--- src/hdl/mpe_pkg.sv ---
// constants, offsets and types shared by the memory controller event monitor
package mpe_pkg;

    // ==========================================================
    // channel count and event codes
    localparam int          NUM_CH          = 3;
    localparam logic [7:0]  EV_ISO_FULL     = 8'h28;
    localparam logic [7:0]  EV_PENDING      = 8'h29;
    localparam logic [7:0]  EV_NORMAL_FILL  = 8'h2a;
    localparam logic [7:0]  EV_ISO_FILL     = 8'h2b;
    localparam logic [7:0]  EV_NORMAL_READ  = 8'h2c;
    localparam logic [7:0]  EV_URGENT_READ  = 8'h2d;
    localparam logic [7:0]  EV_TOP_READ     = 8'h2e;
    localparam logic [7:0]  EV_LINE_WRITE   = 8'h2f;
    localparam logic [7:0]  EV_ROW_ACT      = 8'h60;
    localparam logic [7:0]  EV_ROW_CLOSE    = 8'h61;
    localparam logic [7:0]  EV_ROW_MISS     = 8'h62;
    localparam logic [7:0]  EV_COL_READ     = 8'h63;
    localparam logic [7:0]  EV_COL_WRITE    = 8'h64;
    localparam logic [7:0]  EV_REFRESH      = 8'h65;
    localparam logic [7:0]  EV_CLOSE_ALL    = 8'h66;

    // ==========================================================
    // register map, byte addresses within the slave window
    localparam logic [7:0]  CTL_OFS         = 8'h00;
    localparam logic [7:0]  CNT_OFS         = 8'h04;
    localparam logic [7:0]  CTR_STRIDE      = 8'h08;
    localparam logic [7:0]  FILL_OFS        = 8'h80;

    // ==========================================================
    // control register fields and reset values
    localparam int          CODE_LSB        = 0;
    localparam int          UMASK_LSB       = 8;
    localparam int          EN_BIT          = 22;
    localparam int          FILL_LANE       = 8;
    localparam logic [7:0]  CODE_RST        = 8'h00;
    localparam logic [7:0]  UMASK_RST       = 8'h00;
    localparam logic        EN_RST          = 1'b0;
    localparam logic [31:0] CNT_RST         = 32'h0000_0000;
    localparam logic [31:0] RDATA_RST       = 32'h0000_0000;

    // ==========================================================
    // bus slave states
    typedef enum logic [1:0] {
        BS_IDLE    = 2'b00,
        BS_WRITE   = 2'b01,
        BS_RD_WAIT = 2'b10,
        BS_RD_DONE = 2'b11
    } mpe_bus_state_t;

endpackage : mpe_pkg

--- src/hdl/mpe_counter.sv ---
// one programmable event counter with software load
`timescale 1ns/10ps
`default_nettype none
module mpe_counter #(
    parameter int CNT_W = 32,
    parameter int INC_W = 8
) (
    // clock and reset
    input  wire logic             sys_clk,
    input  wire logic             rstn,
    // control
    input  wire logic             en,
    input  wire logic             load,
    input  wire logic [CNT_W-1:0] load_val,
    input  wire logic [INC_W-1:0] inc,
    // count
    output logic      [CNT_W-1:0] count
);

    logic [CNT_W-1:0] cnt_q;
    logic [CNT_W-1:0] cnt_d;

    // software load wins over the increment of the same cycle
    always_comb
    begin
        cnt_d = cnt_q;
        if (load)
            cnt_d = load_val;
        else if (en)
            cnt_d = cnt_q + CNT_W'(inc);
    end

    always_ff @(posedge sys_clk or negedge rstn)
    begin
        if (!rstn)
            cnt_q <= CNT_W'(mpe_pkg::CNT_RST);
        else
            cnt_q <= cnt_d;
    end

    assign count = cnt_q;

endmodule : mpe_counter
`default_nettype wire

--- src/hdl/mpe_event_sel.sv ---
// event code and unit mask decode into a per-cycle increment
`timescale 1ns/10ps
`default_nettype none
module mpe_event_sel #(
    parameter int OCC_W = 6,
    parameter int INC_W = 8
) (
    // clock and reset, used by the checks only
    input  wire logic               sys_clk,
    input  wire logic               rstn,
    // selection
    input  wire logic [7:0]         code,
    input  wire logic [7:0]         umask,
    // queue fill per channel, channel 0 in the low slice
    input  wire logic [3*OCC_W-1:0] rdq_fill,
    input  wire logic [3*OCC_W-1:0] isoq_fill,
    // per channel events, bit n is channel n
    input  wire logic [2:0]         normal_read,
    input  wire logic [2:0]         urgent_read,
    input  wire logic [2:0]         top_read,
    input  wire logic [2:0]         full_wr,
    input  wire logic [2:0]         part_wr,
    input  wire logic [2:0]         rd_pend,
    input  wire logic [2:0]         wr_pend,
    input  wire logic [2:0]         iso_rd_full,
    input  wire logic [2:0]         iso_wr_full,
    input  wire logic [2:0]         row_act,
    input  wire logic [2:0]         row_close,
    input  wire logic [2:0]         row_miss,
    input  wire logic [2:0]         col_rd,
    input  wire logic [2:0]         col_rd_arc,
    input  wire logic [2:0]         col_wr,
    input  wire logic [2:0]         col_wr_arc,
    input  wire logic [2:0]         refresh,
    input  wire logic [2:0]         close_all,
    // increment for this cycle
    output logic      [INC_W-1:0]   inc
);

    logic [5:0]         vec;
    logic               occ_mode;
    logic [3*OCC_W-1:0] occ;

    always_comb
    begin
        vec      = 6'h00;
        occ_mode = 1'b0;
        occ      = rdq_fill;
        case (code)
            mpe_pkg::EV_NORMAL_FILL: begin occ_mode = 1'b1; occ = rdq_fill; end
            mpe_pkg::EV_ISO_FILL:    begin occ_mode = 1'b1; occ = isoq_fill; end
            mpe_pkg::EV_NORMAL_READ: vec = {3'h0, normal_read};
            mpe_pkg::EV_URGENT_READ: vec = {3'h0, urgent_read};
            mpe_pkg::EV_TOP_READ:    vec = {3'h0, top_read};
            mpe_pkg::EV_LINE_WRITE:  vec = {part_wr, full_wr};
            mpe_pkg::EV_PENDING:     vec = {wr_pend, rd_pend};
            mpe_pkg::EV_ISO_FULL:    vec = {iso_wr_full, iso_rd_full};
            mpe_pkg::EV_ROW_ACT:     vec = {3'h0, row_act};
            mpe_pkg::EV_ROW_CLOSE:   vec = {3'h0, row_close};
            mpe_pkg::EV_ROW_MISS:    vec = {3'h0, row_miss};
            // column commands interleave plain and auto close per channel
            mpe_pkg::EV_COL_READ:    vec = {col_rd_arc[2], col_rd[2], col_rd_arc[1],
                                            col_rd[1], col_rd_arc[0], col_rd[0]};
            mpe_pkg::EV_COL_WRITE:   vec = {col_wr_arc[2], col_wr[2], col_wr_arc[1],
                                            col_wr[1], col_wr_arc[0], col_wr[0]};
            mpe_pkg::EV_REFRESH:     vec = {3'h0, refresh};
            mpe_pkg::EV_CLOSE_ALL:   vec = {3'h0, close_all};
            default:                 vec = 6'h00;
        endcase
        inc = '0;
        // every selected sub-event adds in, so wide masks give totals
        for (int i = 0; i < 3; i++)
            if (occ_mode && umask[i])
                inc = inc + INC_W'(occ[i*OCC_W +: OCC_W]);
        for (int i = 0; i < 6; i++)
            if (!occ_mode && umask[i] && vec[i])
                inc = inc + INC_W'(1);
    end

    // ==========================================================
    // checks
    AST_NORMAL_FILL_CH0: assert property (@(posedge sys_clk) disable iff (!rstn)
        code == 8'h2a && umask == 8'h01 |-> inc == INC_W'(rdq_fill[OCC_W-1:0]))
        else $error("normal fill channel 0 increment wrong");
    AST_NORMAL_READ_ANY: assert property (@(posedge sys_clk) disable iff (!rstn)
        code == 8'h2c && umask == 8'h07 |-> inc == INC_W'($countones(normal_read)))
        else $error("normal read total wrong");
    AST_PART_WRITE_ANY: assert property (@(posedge sys_clk) disable iff (!rstn)
        code == 8'h2f && umask == 8'h38 |-> inc == INC_W'($countones(part_wr)))
        else $error("partial write total wrong");
    AST_WRITE_PENDING_CH0: assert property (@(posedge sys_clk) disable iff (!rstn)
        code == 8'h29 && umask == 8'h08 |-> inc == INC_W'(wr_pend[0]))
        else $error("write pending channel 0 wrong");
    AST_CHANNEL_ISOLATE: assert property (@(posedge sys_clk) disable iff (!rstn)
        code == 8'h60 && umask == 8'h02 |-> inc == INC_W'(row_act[1]))
        else $error("channel 1 activate leaks other channels");
    AST_COL_READ_ARC_CH0: assert property (@(posedge sys_clk) disable iff (!rstn)
        code == 8'h63 && umask == 8'h02 |-> inc == INC_W'(col_rd_arc[0]))
        else $error("auto close read channel 0 wrong");
    AST_COL_WRITE_CH2: assert property (@(posedge sys_clk) disable iff (!rstn)
        code == 8'h64 && umask == 8'h10 |-> inc == INC_W'(col_wr[2]))
        else $error("plain write channel 2 wrong");
    AST_ISO_WR_FULL_CH2: assert property (@(posedge sys_clk) disable iff (!rstn)
        code == 8'h28 && umask == 8'h20 |-> inc == INC_W'(iso_wr_full[2]))
        else $error("isochronous write full channel 2 wrong");

endmodule : mpe_event_sel
`default_nettype wire

--- src/hdl/mpe_perf_mon.sv ---
// memory controller event monitor: queue trackers, counters, ahb-lite slave
//
// Summary of operation
// - each of the three channels is watched on its own signals
// - code 2A adds normal read queue fill, mask bits pick channels
// - code 2C counts normal reads per channel, mask 07 all
// - code 2F counts full line writes, mask 07 all channels
// - code 2F mask 08/10/20 counts partial writes, 38 all
// - code 29 counts read pending (01-04) or write pending (08-20) cycles
// - code 60 counts row activates per channel
// - code 61 counts row closes per channel
// - code 62 counts row misses per channel
// - code 2B adds isochronous queue fill, mask 07 combined
// - code 2D counts urgent reads, mask 07 total
// - code 2E counts top urgency reads, mask 07 total
// - code 28 counts isochronous full cycles, reads low, writes high
// - code 63 counts column reads, odd bits are auto close
// - code 64 counts column writes, same layout as reads
// - code 65 counts refresh commands per channel
// - code 66 counts close-all commands per channel
`timescale 1ns/10ps
`default_nettype none
module mpe_perf_mon #(
    parameter int NUM_CTR = 2,
    parameter int CNT_W   = 32,
    parameter int OCC_W   = 6
) (
    // clock and reset
    input  wire logic                       sys_clk,
    input  wire logic                       rstn,
    // ahb-lite slave
    input  wire logic                       hsel,
    input  wire logic [31:0]                haddr,
    input  wire logic [1:0]                 htrans,
    input  wire logic                       hwrite,
    input  wire logic [2:0]                 hsize,
    input  wire logic                       hready,
    input  wire logic [31:0]                hwdata,
    output logic      [31:0]                hrdata,
    output logic                            hreadyout,
    output logic                            hresp,
    // queue tracking
    input  wire logic                       bus_lock,
    input  wire logic [mpe_pkg::NUM_CH-1:0] rdq_insert,
    input  wire logic [mpe_pkg::NUM_CH-1:0] rdq_retire,
    input  wire logic [mpe_pkg::NUM_CH-1:0] isoq_insert,
    input  wire logic [mpe_pkg::NUM_CH-1:0] isoq_retire,
    // request and write events
    input  wire logic [mpe_pkg::NUM_CH-1:0] normal_read,
    input  wire logic [mpe_pkg::NUM_CH-1:0] urgent_read,
    input  wire logic [mpe_pkg::NUM_CH-1:0] top_urgency_read,
    input  wire logic [mpe_pkg::NUM_CH-1:0] full_line_write,
    input  wire logic [mpe_pkg::NUM_CH-1:0] partial_line_write,
    // queue levels
    input  wire logic [mpe_pkg::NUM_CH-1:0] read_pending,
    input  wire logic [mpe_pkg::NUM_CH-1:0] write_pending,
    input  wire logic [mpe_pkg::NUM_CH-1:0] isochronous_rd_full,
    input  wire logic [mpe_pkg::NUM_CH-1:0] isochronous_wr_full,
    // dram command events
    input  wire logic [mpe_pkg::NUM_CH-1:0] row_activate,
    input  wire logic [mpe_pkg::NUM_CH-1:0] row_close,
    input  wire logic [mpe_pkg::NUM_CH-1:0] row_miss,
    input  wire logic [mpe_pkg::NUM_CH-1:0] column_read,
    input  wire logic [mpe_pkg::NUM_CH-1:0] column_read_auto_row_close,
    input  wire logic [mpe_pkg::NUM_CH-1:0] column_write,
    input  wire logic [mpe_pkg::NUM_CH-1:0] column_write_auto_row_close,
    input  wire logic [mpe_pkg::NUM_CH-1:0] refresh_cmd,
    input  wire logic [mpe_pkg::NUM_CH-1:0] bank_close_all
);

    localparam int NQ    = 2 * mpe_pkg::NUM_CH;
    localparam int INC_W = OCC_W + 2;

    // ==========================================================
    // queue fill trackers, normal queues low, isochronous high
    logic [OCC_W-1:0]            occ_q [NQ];
    logic [OCC_W-1:0]            occ_d [NQ];
    logic [NQ-1:0]               q_ins;
    logic [NQ-1:0]               q_ret;
    logic [3*OCC_W-1:0]          rdq_fill;
    logic [3*OCC_W-1:0]          isoq_fill;

    assign q_ins = {isoq_insert, rdq_insert};
    assign q_ret = {isoq_retire, rdq_retire};

    // the lock resets the trackers, since a tracker started mid-flight
    // would carry entries whose insert it never saw
    always_comb
    begin
        for (int q = 0; q < NQ; q++)
        begin
            occ_d[q] = occ_q[q];
            if (bus_lock)
                occ_d[q] = '0;
            else if (q_ins[q] && !q_ret[q] && occ_q[q] != '1)
                occ_d[q] = occ_q[q] + OCC_W'(1);
            else if (q_ret[q] && !q_ins[q] && occ_q[q] != '0)
                occ_d[q] = occ_q[q] - OCC_W'(1);
        end
    end

    always_ff @(posedge sys_clk or negedge rstn)
    begin
        if (!rstn)
        begin
            for (int q = 0; q < NQ; q++)
                occ_q[q] <= '0;
        end
        else
        begin
            for (int q = 0; q < NQ; q++)
                occ_q[q] <= occ_d[q];
        end
    end

    always_comb
    begin
        for (int c = 0; c < mpe_pkg::NUM_CH; c++)
        begin
            rdq_fill[c*OCC_W +: OCC_W]  = occ_q[c];
            isoq_fill[c*OCC_W +: OCC_W] = occ_q[c + mpe_pkg::NUM_CH];
        end
    end

    // ==========================================================
    // ahb-lite slave: writes take no wait, reads take one wait state
    mpe_pkg::mpe_bus_state_t st_q;
    mpe_pkg::mpe_bus_state_t st_d;
    logic [7:0]              addr_q;
    logic [7:0]              addr_d;
    logic [31:0]             hrdata_q;
    logic [31:0]             hrdata_d;
    logic [31:0]             rd_mux;
    logic                    accept;
    logic                    wr_fire;

    assign accept  = hsel && htrans[1] && hready;
    assign wr_fire = (st_q == mpe_pkg::BS_WRITE);

    always_comb
    begin
        st_d     = st_q;
        addr_d   = addr_q;
        hrdata_d = hrdata_q;
        case (st_q)
            mpe_pkg::BS_RD_WAIT:
            begin
                hrdata_d = rd_mux;
                st_d     = mpe_pkg::BS_RD_DONE;
            end
            mpe_pkg::BS_IDLE, mpe_pkg::BS_WRITE, mpe_pkg::BS_RD_DONE:
            begin
                if (accept)
                begin
                    addr_d = haddr[7:0];
                    st_d   = hwrite ? mpe_pkg::BS_WRITE : mpe_pkg::BS_RD_WAIT;
                end
                else
                    st_d = mpe_pkg::BS_IDLE;
            end
            default: st_d = mpe_pkg::BS_IDLE;
        endcase
    end

    always_ff @(posedge sys_clk or negedge rstn)
    begin
        if (!rstn)
        begin
            st_q     <= mpe_pkg::BS_IDLE;
            addr_q   <= 8'h00;
            hrdata_q <= mpe_pkg::RDATA_RST;
        end
        else
        begin
            st_q     <= st_d;
            addr_q   <= addr_d;
            hrdata_q <= hrdata_d;
        end
    end

    assign hrdata    = hrdata_q;
    assign hreadyout = (st_q != mpe_pkg::BS_RD_WAIT);
    assign hresp     = 1'b0;

    // ==========================================================
    // event selection registers
    logic [7:0]       code_q  [NUM_CTR];
    logic [7:0]       code_d  [NUM_CTR];
    logic [7:0]       umask_q [NUM_CTR];
    logic [7:0]       umask_d [NUM_CTR];
    logic [NUM_CTR-1:0] en_q;
    logic [NUM_CTR-1:0] en_d;
    logic [NUM_CTR-1:0] cnt_load;
    logic [CNT_W-1:0] cnt_w   [NUM_CTR];
    logic [INC_W-1:0] inc_w   [NUM_CTR];

    always_comb
    begin
        for (int i = 0; i < NUM_CTR; i++)
        begin
            code_d[i]   = code_q[i];
            umask_d[i]  = umask_q[i];
            en_d[i]     = en_q[i];
            cnt_load[i] = wr_fire && addr_q == 8'(mpe_pkg::CNT_OFS + i * mpe_pkg::CTR_STRIDE);
            if (wr_fire && addr_q == 8'(mpe_pkg::CTL_OFS + i * mpe_pkg::CTR_STRIDE))
            begin
                code_d[i]  = hwdata[mpe_pkg::CODE_LSB +: 8];
                umask_d[i] = hwdata[mpe_pkg::UMASK_LSB +: 8];
                en_d[i]    = hwdata[mpe_pkg::EN_BIT];
            end
        end
    end

    always_ff @(posedge sys_clk or negedge rstn)
    begin
        if (!rstn)
        begin
            for (int i = 0; i < NUM_CTR; i++)
            begin
                code_q[i]  <= mpe_pkg::CODE_RST;
                umask_q[i] <= mpe_pkg::UMASK_RST;
                en_q[i]    <= mpe_pkg::EN_RST;
            end
        end
        else
        begin
            for (int i = 0; i < NUM_CTR; i++)
            begin
                code_q[i]  <= code_d[i];
                umask_q[i] <= umask_d[i];
                en_q[i]    <= en_d[i];
            end
        end
    end

    // read mux; unmapped or misaligned addresses read as zero
    always_comb
    begin
        rd_mux = 32'h0000_0000;
        for (int i = 0; i < NUM_CTR; i++)
        begin
            if (addr_q == 8'(mpe_pkg::CTL_OFS + i * mpe_pkg::CTR_STRIDE))
            begin
                rd_mux[mpe_pkg::CODE_LSB +: 8]  = code_q[i];
                rd_mux[mpe_pkg::UMASK_LSB +: 8] = umask_q[i];
                rd_mux[mpe_pkg::EN_BIT]         = en_q[i];
            end
            if (addr_q == 8'(mpe_pkg::CNT_OFS + i * mpe_pkg::CTR_STRIDE))
                rd_mux = 32'(cnt_w[i]);
        end
        if (addr_q == mpe_pkg::FILL_OFS)
        begin
            for (int c = 0; c < mpe_pkg::NUM_CH; c++)
                rd_mux[c*mpe_pkg::FILL_LANE +: mpe_pkg::FILL_LANE] = 8'(occ_q[c]);
        end
    end

    // ==========================================================
    // counters, each with its own event decoder
    for (genvar g = 0; g < NUM_CTR; g++)
    begin : g_ctr
        mpe_event_sel #(
            .OCC_W (OCC_W),
            .INC_W (INC_W)
        ) u_sel (
            .sys_clk     (sys_clk),
            .rstn        (rstn),
            .code        (code_q[g]),
            .umask       (umask_q[g]),
            .rdq_fill    (rdq_fill),
            .isoq_fill   (isoq_fill),
            .normal_read (normal_read),
            .urgent_read (urgent_read),
            .top_read    (top_urgency_read),
            .full_wr     (full_line_write),
            .part_wr     (partial_line_write),
            .rd_pend     (read_pending),
            .wr_pend     (write_pending),
            .iso_rd_full (isochronous_rd_full),
            .iso_wr_full (isochronous_wr_full),
            .row_act     (row_activate),
            .row_close   (row_close),
            .row_miss    (row_miss),
            .col_rd      (column_read),
            .col_rd_arc  (column_read_auto_row_close),
            .col_wr      (column_write),
            .col_wr_arc  (column_write_auto_row_close),
            .refresh     (refresh_cmd),
            .close_all   (bank_close_all),
            .inc         (inc_w[g])
        );

        mpe_counter #(
            .CNT_W (CNT_W),
            .INC_W (INC_W)
        ) u_cnt (
            .sys_clk  (sys_clk),
            .rstn     (rstn),
            .en       (en_q[g]),
            .load     (cnt_load[g]),
            .load_val (hwdata[CNT_W-1:0]),
            .inc      (inc_w[g]),
            .count    (cnt_w[g])
        );
    end

    // ==========================================================
    // checks
    AST_COUNT_STEP: assert property (@(posedge sys_clk) disable iff (!rstn)
        en_q[0] && !cnt_load[0] |=> cnt_w[0] == CNT_W'($past(cnt_w[0]) + CNT_W'($past(inc_w[0]))))
        else $error("counter 0 did not advance by its increment");
    AST_COUNT_HOLD: assert property (@(posedge sys_clk) disable iff (!rstn)
        !en_q[0] && !cnt_load[0] |=> $stable(cnt_w[0]))
        else $error("disabled counter 0 moved");
    AST_LOCK_CLEARS: assert property (@(posedge sys_clk) disable iff (!rstn)
        bus_lock |=> occ_q[0] == '0 && occ_q[mpe_pkg::NUM_CH] == '0)
        else $error("bus lock did not clear the queue trackers");
    AST_READ_WAIT: assert property (@(posedge sys_clk) disable iff (!rstn)
        accept && !hwrite |=> !hreadyout ##1 hreadyout)
        else $error("read data phase not exactly one wait state");

endmodule : mpe_perf_mon
`default_nettype wire

--- config.mk ---
export PLATFORM = sky130hd
export DESIGN_NAME = mpe_perf_mon
export DESIGN_NICKNAME = d
export VERILOG_FILES = /design/src/hdl/mpe_pkg.sv /design/src/hdl/mpe_counter.sv /design/src/hdl/mpe_event_sel.sv /design/src/hdl/mpe_perf_mon.sv
export SDC_FILE = /design/constraint.sdc
export NUM_CORES = 1
export LEC_CHECK = 0
export BUFFER_PORTS_ARGS = -buffer_cell sky130_fd_sc_hd__buf_2
export CORE_ASPECT_RATIO = 1.4
export CORE_MARGIN = 3
export CORE_UTILIZATION = 30
export CTS_CLUSTER_DIAMETER = 30
export CTS_CLUSTER_SIZE = 28
export DETAILED_ROUTE_END_ITERATION = 10
export PLACE_DENSITY = 0.55
export SLEW_MARGIN = 20
export SYNTH_ARGS = -nofsm -noshare
export SYNTH_HDL_FRONTEND = slang
export SYNTH_SLANG_ARGS = --single-unit
--- constraint.sdc ---
create_clock -name sys_clk -period 9.4 [get_ports sys_clk]
set_input_delay 0.47 -clock sys_clk [delete_from_list [all_inputs] [get_ports sys_clk]]
set_output_delay 0.47 -clock sys_clk [all_outputs]
set_load 0.01 [all_outputs]
======== Word-level counts from Yosys, hierarchy flattened ========
Cells that the tools add are included.
Widths: inputs -> output; s select.
word-level totals
  latch bits .............................. 0
  input bits .............................. 141
  bits in read-only memories .............. 0
  logic and storage cells ................. 241
  output and inout bits ................... 34
  memories kept ........................... 0
  memory bits (writable) .................. 0
  register bits ........................... 176
operators by class
  multiplexer cells ....................... 56
  multiply operators ...................... 0
  reductions and logical operators ........ 94
  bitwise logic cells ..................... 0
  equality and inequality tests ........... 44
  add/sub/neg operators ................... 30
  order comparisons ....................... 0
  shifts and indexed selects .............. 0
  div/mod/pow operators ................... 0
operators by type and width
  cell                 number
  $mux 32              6
  $pmux 6 s13          2
  $eq 8x6->1 const B   16
  $mux 8               16
  $mux 6               20
  $eq 8x7->1 const B   14
  $add 8x1->8 const B  12
  $add 32x8->32        2
  $logic_and 1x1->1    60
  $add 6x1->6 const B  6
  $mux 18              2
  $ne 6x6->1 const B   6
  $reduce_bool 6->1    6
  $sub 6x1->6 const B  6
  $mux 16              2
  $mux 24              1
  $reduce_bool 3->1    6
  $add 8x6->8          2
  $eq 8x4->1 const B   2
  $add 6x6->7          2
  $logic_not 1->1      14
  $eq 8x3->1 const B   1
  $eq 8x8->1 const B   1
  $logic_not 8->1      1
  other kinds (11)     18

======== Logic depth before layout (Yosys ltp) ========
Gate-level depths: netlist of run 1.
  depth after elaboration ................. 24
  depth in mapped cells ................... 45

======== By module ========
Synthesis of run 1 repeated with hierarchy kept, for this count alone.
second synthesis, totals
  cells, all modules ...................... 1,692
  area, all modules ....................... 15,346.0 um^2
modules (own cells, without submodules)
  module         instances  seq. area each (um^2)  cells an instance  area an instance (um^2)
  mpe_perf_mon   1          2,802.7                608                6,517.5
  mpe_event_sel  2          0.0                    304                2,304.7
  mpe_counter    2          800.8                  238                2,109.5

======== Worst setup path before layout of run 1 ========
No wires, ideal clock.
  kind .................................... register -> register
  start ................................... register code_q[4] (netlist name)
  end ..................................... register g_ctr[1].u_cnt.cnt_q[17]
  data required time ...................... 9,263 ps
  period minus slack after synthesis ...... 9,040 ps
  library setup time ...................... 137 ps
  slack ................................... 360 ps
  cell stages (with the launch flop) ...... 42
  arrival ................................. 8,904 ps
  cells stage by stage .................... dfrtp_1 -> nor4b_2 -> and3_1 -> clkbuf_1 -> clkbuf_1 -> o21ai_0 -> ha_1 -> fa_1 -> a22oi_1 -> nor2_1 -> fa_1 -> nor2_1 -> a211oi_1 -> ha_1 -> a21oi_1 -> inv_1 -> ha_1 -> mux2_2 -> [... 6 more ...] -> inv_1 -> ha_1 -> nand2_1 -> o21ai_0 -> ha_1 -> mux2_2 -> ha_1 -> a21o_1 -> a21oi_1 -> o21bai_1 -> a21oi_1 -> o21bai_1 -> a21o_1 -> a21oi_1 -> or3b_2 -> nor3_1 -> xnor2_1 -> a21oi_1
on the way
  cells in the longest elaborated chain, start to end .. 24
  elaborated cells on any way between the ends .. 55
  classes of those cells .................. add/sub: 9; eq/ne: 15; mux: 14; reduce/logical: 17
ends and longest elaborated chain
  element                            line                 RTL
  from (decl)                        mpe_perf_mon.sv:187  logic [7:0] code_q [NUM_CTR];
  from (signal, indexed assignment)  mpe_perf_mon.sv:220  code_q[i] <= mpe_pkg::CODE_RST;
  from (signal, indexed assignment)  mpe_perf_mon.sv:229  code_q[i] <= code_d[i];
  $eq 8x6->1                         mpe_event_sel.sv:49  case (code)
  $reduce_or 2->1 (no line)          -
  $mux 1                             mpe_event_sel.sv:49
  $logic_and 1x1->1                  mpe_event_sel.sv:73  if (occ_mode && umask[i])
  $mux 6                             mpe_event_sel.sv:73
  $add 6x6->7                        mpe_event_sel.sv:74  inc = inc + INC_W'(occ[i*OCC_W +: OCC_W]);
  $mux 8                             mpe_event_sel.sv:73
  $add 8x6->8                        mpe_event_sel.sv:74
  [... 8 more ...]                   -
  $mux 8                             mpe_event_sel.sv:76  if (!occ_mode && umask[i] && vec[i])
  $add 8x1->8                        mpe_event_sel.sv:77  inc = inc + INC_W'(1);
  $mux 8                             mpe_event_sel.sv:76
  $add 8x1->8                        mpe_event_sel.sv:77
  $mux 8 (*)                         mpe_event_sel.sv:76
  $add 32x8->32 (*)                  mpe_counter.sv:30    cnt_d = cnt_q + CNT_W'(inc);
  $mux 32 (*)                        mpe_counter.sv:29    else if (en)
  $mux 32 (*)                        mpe_counter.sv:27    if (load)
  to (signal assigned)               mpe_counter.sv:36    cnt_q <= CNT_W'(mpe_pkg::CNT_RST);
  to (signal assigned)               mpe_counter.sv:38    cnt_q <= cnt_d;
  to (decl)                          mpe_counter.sv:20    logic [CNT_W-1:0] cnt_q;
Every way passes the cells marked *; elsewhere a longest branch is shown, timed or not. The select of a mux whose other input is x is not followed.
A chain may end at the register's enable or synchronous reset.

======== Final worst setup path of run 1 ========
  start ................................... register code_q[7] (netlist name)
  end ..................................... register g_ctr[1].u_cnt.cnt_q[17]
The elaborated chain is that of the path after synthesis.

==> results of run 1 <==
## logic make-up after synthesis
family          count (synthesis)  synth area share [%]
simple gates                  525                  18.1
compound gates                372                  17.8
flops                         176                  30.8
buf+inv                       153                  4.40
mux                           138                  11.8
xor+xnor                      132                  8.68
fa+ha+maj                      88                  8.33
other cells                     1                0.0262
## worst paths after layout
path / start / end / slack [ps] / cells past startpoint
max reg2reg: code_q[7] / g_ctr[1].u_cnt.count[17] / 350 / 42
max: code_q[7] / g_ctr[1].u_cnt.count[17] / 350 / 42
min reg2reg: hrdata[22] / hrdata[22] / 490 / 2
min in group asynchronous: rstn / hrdata[24] / 490 / 2
min: hwrite / st_q[1] / 220 / 2
max in group asynchronous: rstn / code_q[7] / 6980 / 4
## cell usage in the layout (no fill, tap or decap), types with 25 or more instances in the layout
master    netlist  final
nor2_1        226    223
dfrtp_1       176    175
buf_2          17    144
a21oi_1       142    133
nand2_1        86     85
mux2_2         82     82
buf_4           3     82
xnor2_1        76     76
inv_1          74     74
ha_1           76     74
xor2_1         49     49
a21o_1         39     39
mux2i_1        38     38
o21ai_0        35     33
nor3_1         31     28
nand3_1        27     27
a221oi_1       27     27
and3_1         26     25
## power by group
group	total (uW)	leakage (uW)	switching, uW	internal (uW)
clock network	830	0.000329	347	483
logic	1580	0.00526	833	750
registers	1350	0.00212	336	1010
total	3760	0.00771	1520	2250
## metal layers
metal | GRT usage [%] | share of wire [%]
met1 | 21.6 | 41
met2 | 32.5 | 51
met3 | 2.50 | 4.1
met4 | 6.85 | 3.5
met5 | 0 | 0
## per-stage QoR
step | worst slack [ps] | utilization [%] | power [uW] | area [sq um]
global placement | 34.8 | 34.2 | 2880 | 16100
CTS | 13.3 | 35.7 | 3760 | 16800
detailed placement | 49.0 | 34.2 | 2920 | 16100
floorplan | 360 | - | 2380 | 14300
global route | -137 | 36.0 | 4020 | 16900
finish | 354 | 36.0 | 3760 | 17000
## cells in the mapped netlist, types with 17 or more instances
library cell	instances
nor2_1	226
dfrtp_1	176
a21oi_1	142
nand2_1	86
mux2_2	82
ha_1	76
xnor2_1	76
inv_1	74
clkbuf_1	49
xor2_1	49
a21o_1	39
mux2i_1	38
o21ai_0	35
nor3_1	31
a221oi_1	27
nand3_1	27
and3_1	26
nor2b_1	23
a22oi_1	17
buf_2	17
## registers in the layout, indices dropped and copies added, names as in the netlist
name and cells:
addr_q 8, code_q 16, en_q 2, g_ctr.u_cnt.count 64
hrdata 32, isoq_fill 18, occ_q 18, st_q 2
umask_q 16
## timing repair
action / in CTS / in global routing
endpoints found under the setup margin: 0 / 48
hold endpoints to repair: 35 / 0
setup buffers: 0 / 4
hold buffers: 1 / 0
resized for setup: 0 / 37
## worst register-to-register path, delay by kind of cell (launching register included)
family,cells,cell delay [ps]
adder cells (fa/ha/maj),10,3130
AND/OR/NAND/NOR,9,1910
XOR/XNOR,1,140
flip-flops,1,440
multiplexers,3,830
AO/OA/AOI/OAI,14,1840
buffers and inverters,5,630
## cell type report
type	count	area, sq um
inverters	75	282
multi-input cells	1256	9420
well taps	624	781
repair buffers	230	1390
flip-flops and latches	176	4410
fillers	4936	30100
clock buffers	18	429
diodes	2	5.00
clock inverters	14	245
==> metrics.yaml, run 1 <==
ys.warnings.count: 0
cts_tree: "built"
area_growth_pct: 18.6
worst_slew_pin_slew_ps: 1020
power_density_nw_per_um2: 222
cts_max_level: 4
via_count: 12700
drtPass1Iterations: 5
cp_max_fo: 4
end_kind: "flop"
die_x_microns: 190
synth_cells: 1585
drc: 0
place_inst: 2356
ir_drop_uv: 117
cts_inserted_buffers: 17
grtUsageTotal_pct: 18.0
grt_pass1_vias: 13000
io_buffers: 145
clock_latency_ps: 450
cap_violations: 0
grt_pass1_wl_mm: 71.9
wl_per_cell_microns: 19.1
avgViaCountPerCell: 5.30
io_pins: 175
clock_path_buffers: 2
fin_nets: 1985
cp.required_ps: 9710
antenna_found_initial: 2
ant_nets: 0
synth_area_leaders: "dfrtp_1, ha_1, mux2_2"
holdWs_ps: 222
fin_worst_skew_ps: 16.4
crit_slowest_cell: "fa_1"
gr-total-overflow: 0
start_util_pct: 30.4
drt_iter0_drc: 860
synth_top_area_share_pct: 30.8
cp.arrival_ps: 9360
timing.final.crit_share_pct: 96.2
synth_area_sq_um: 14300
hpwl_mm: 35.4
max_freq_mhz: 111
die_h_microns: 264
gp_congestion: 0.907
drive_gt1_share_pct: 24.6
start_kind: "flop"
ys_ff_latch: 176
final_cells: 2395
cpPeakStageDelay_ps: 480
finalCriticalPeriod_ps: 9050
synth_area_leader_cell: "dfrtp_1"
cts.sinks: 176
synth-edff-count: 0
async_reset_ff_share_pct: 100
ys_seq_area_share_pct: 30.8
critPathTopFamily: "adder cells"
rsz0062_at_grt: "true"
coreArea_sq_um: 47000
die_area_sq_um: 50300
path_buf_inv: 5
leakage_uw: 0.00771
drt-total-wl_mm: 45.7
status: "finished, final reports clean"
synth_nets: 1814
synthFlopType: "dfrtp_1"
hp-class: "in2reg"
clk_pin_slew_ps: 70
clockRootBuffer: "clkbuf_16"
yosysUniqueCellTypes: 103
relSlewSlack_pct: 31.7
grt_max_degree: 80
num_rows: 94
setup_tns_ps: 0
path_common_cell: "ha_1"
finalHoldViolCount: 0
crit_type: "reg2reg"
setup_violations: 0
final_max_slew_viol_count: 0
syn_avg_cell_area_sq_um: 9.02
(Power assumes the default switching activity.)
==> run 2, diff against run 1 <==
- CORE_MARGIN: 3 -> 1.5
==> metrics.yaml, run 2 (synthesized netlist as in run 1, its figures left out) <==
io_buffers: 145  # unchanged
regToRegSetupSlack_ps: 430  # +70 ps
drive_gt1_share_pct: 24.4  # -0.28 points
hpwl_mm: 35.3  # -0.15%
antenna_found_initial: 3  # +1
path_common_cell: "ha_1"
clock_latency_ps: 460  # about the same
cap_violations: 0  # unchanged
final_max_slew_viol_count: 0  # unchanged
end_kind: "flop"
reg2reg_from: "code_q[7]"
fin_worst_skew_ps: 14.8  # -1.55 ps
finalHoldViolCount: 0  # unchanged
gp_congestion: 0.901  # -0.61%
antennaDiodeCount: 0  # -2
crit_slowest_cell: "fa_1"
drt-total-wl_mm: 45.8  # +0.12%
status: "finished, final reports clean"
worstHoldStart: "hwrite"
relSlewSlack_pct: 29.1  # -2.6 points
ant_nets: 0  # unchanged
die_area_sq_um: 49000  # -2.7%
start_kind: "flop"
drtPass1Iterations: 5  # unchanged
avgViaCountPerCell: 5.32  # +0.45%
largest_reg_flops: 64  # unchanged
grt_pass1_vias: 12900  # -1.0%
cts.sinks: 176  # unchanged
io_pins: 175  # unchanged
via_count: 12700  # +0.20%
area_growth_pct: 18.0
layout_common_cells: "nor2_1, dfrtp_1, buf_2"
fin_ws_ps: 425  # +71.1 ps
crit_type: "reg2reg"
drt_iter0_drc: 838  # -2.6%
hp-class: "in2reg"
cp.required_ps: 9720  # about the same
worst_slew_pin_slew_ps: 1060  # +39.3 ps
num_rows: 94  # unchanged
grtUsageTotal_pct: 18.7  # +0.68 points
cp.arrival_ps: 9300  # -60 ps
hold_end: "st_q[1]"
drc: 0  # unchanged
ir_drop_uv: 135  # +16%
timing.final.crit_share_pct: 95.5  # -0.76 points
setup_violations: 0  # unchanged
start_util_pct: 30.4  # unchanged
finalCriticalPeriod_ps: 8970  # -71.1 ps
grt_max_degree: 79  # -1.3%
clock_path_buffers: 2  # unchanged
cts_tree: "built"
whs_path_depth: 2  # unchanged
die_x_microns: 187  # -1.6%
cts_max_level: 4  # unchanged
clk_pin_slew_ps: 70  # about the same
cp_max_fo: 5  # +1
layout_commonest_cell: "nor2_1"
coreArea_sq_um: 47000  # unchanged
num-fill-cells: 4938  # +0.041%
rr_endpoint: "g_ctr[1].u_cnt.count[17]"
die_h_microns: 261  # -1.1%
clockRootBuffer: "clkbuf_16"
leakage_uw: 0.00769  # -0.20%
cts_inserted_buffers: 17  # unchanged
post-place-ws_ps: 35.0  # -14.1 ps
wl_per_cell_microns: 19.2  # +0.37%
gr-total-overflow: 0  # unchanged
cpPeakStageDelay_ps: 550  # +70 ps
worstRegToRegCells: 40  # -4.8%
grt_pass1_wl_mm: 71.2  # -1.0%
power_density_nw_per_um2: 219  # -1.5%
fin_nets: 1982  # -0.15%
total_power_uw: 3690  # -2.0%
max_freq_mhz: 111  # +0.79%
==> run 2: cell types whose count changed in the layout (fill, tap and decap cells not counted), moves of 2 or more <==
cell / before / now
clkinv_8: 2 / 0
nor4_2: 6 / 4
bufinv_16: 5 / 2
or3_4: 2 / 4
o21ai_0: 33 / 35
diode_2: 2 / 0
buf_4: 82 / 77
buf_6: 2 / 4
or3_1: 12 / 10
==> run 2: critical path: cells and delay by family, from the launching register on <==
kind / cells / cell delay, ps
fa+ha+maj: 10 / 3210
compound gates: 14 / 2050
simple gates: 9 / 1820
mux: 3 / 840
flops: 1 / 470
buf+inv: 3 / 300
xor+xnor: 1 / 130
==> run 2: worst max path at each step <==
stage	slack, ps	endpoint	startpoint	cells after the start
after floorplan	360	g_ctr[1].u_cnt.count[17]	code_q[4]	41
after global placement	30	g_ctr[1].u_cnt.count[9]	code_q[7]	40
after detailed placement	30	g_ctr[1].u_cnt.count[9]	code_q[7]	40
after CTS	60	g_ctr[1].u_cnt.count[17]	code_q[7]	40
after global routing	-30	g_ctr[0].u_cnt.count[25]	code_q[12]	42
final	430	g_ctr[1].u_cnt.count[17]	code_q[7]	40
==> run 2: per-layer routing <==
layer  vias up  wire, microns  global-route usage (%)
met1      6217          18700                    21.6
met5         -             37                       0
met3        98           1740                    2.49
li1       6045              -                       -
met4         6           1650                    8.18
met2       349          23600                    34.6
==> run 2: layout make-up <==
class | instances | area, sq um | share of cell area, %
tap | 624 | 781 | 4.63
clock buffer | 20 | 447 | 2.65
clock inverter | 11 | 143 | 0.846
timing repair buffer | 227 | 1370 | 8.14
multi-input combinational | 1256 | 9440 | 56.0
inverter | 75 | 282 | 1.67
sequential | 176 | 4410 | 26.1
==> run 2: stage by stage <==
stage | TNS (ps) | utilization, % | cells | hold slack, ps | instance area, sq um
4_1_cts | 0 | 35.4 | 2383 | 212 | 16700
3_3_place_gp | 0 | 34.1 | 2351 | 412 | 16100
6_report | 0 | 35.9 | 2389 | 227 | 16900
2_1_floorplan | 0 | - | 1585 | 174 | 14300
5_1_grt | -125 | 35.9 | 2389 | 230 | 16900
3_5_place_dp | 0 | 34.1 | 2351 | 416 | 16100
==> run 2: power by group <==
group          internal, uW  switching (uW)
sequential             1010             343
combinational           748             834
clock                   406             343
==> run 2: repair_timing <==
action                                 4_1_cts  5_1_grt
endpoints found under the hold margin       38        0
hold buffers                                 1        0
setup buffers                                0        5
gates resized for setup                      1       37
setup endpoints to repair                    4       47
pin swaps                                    0       13
cloned                                       0        0
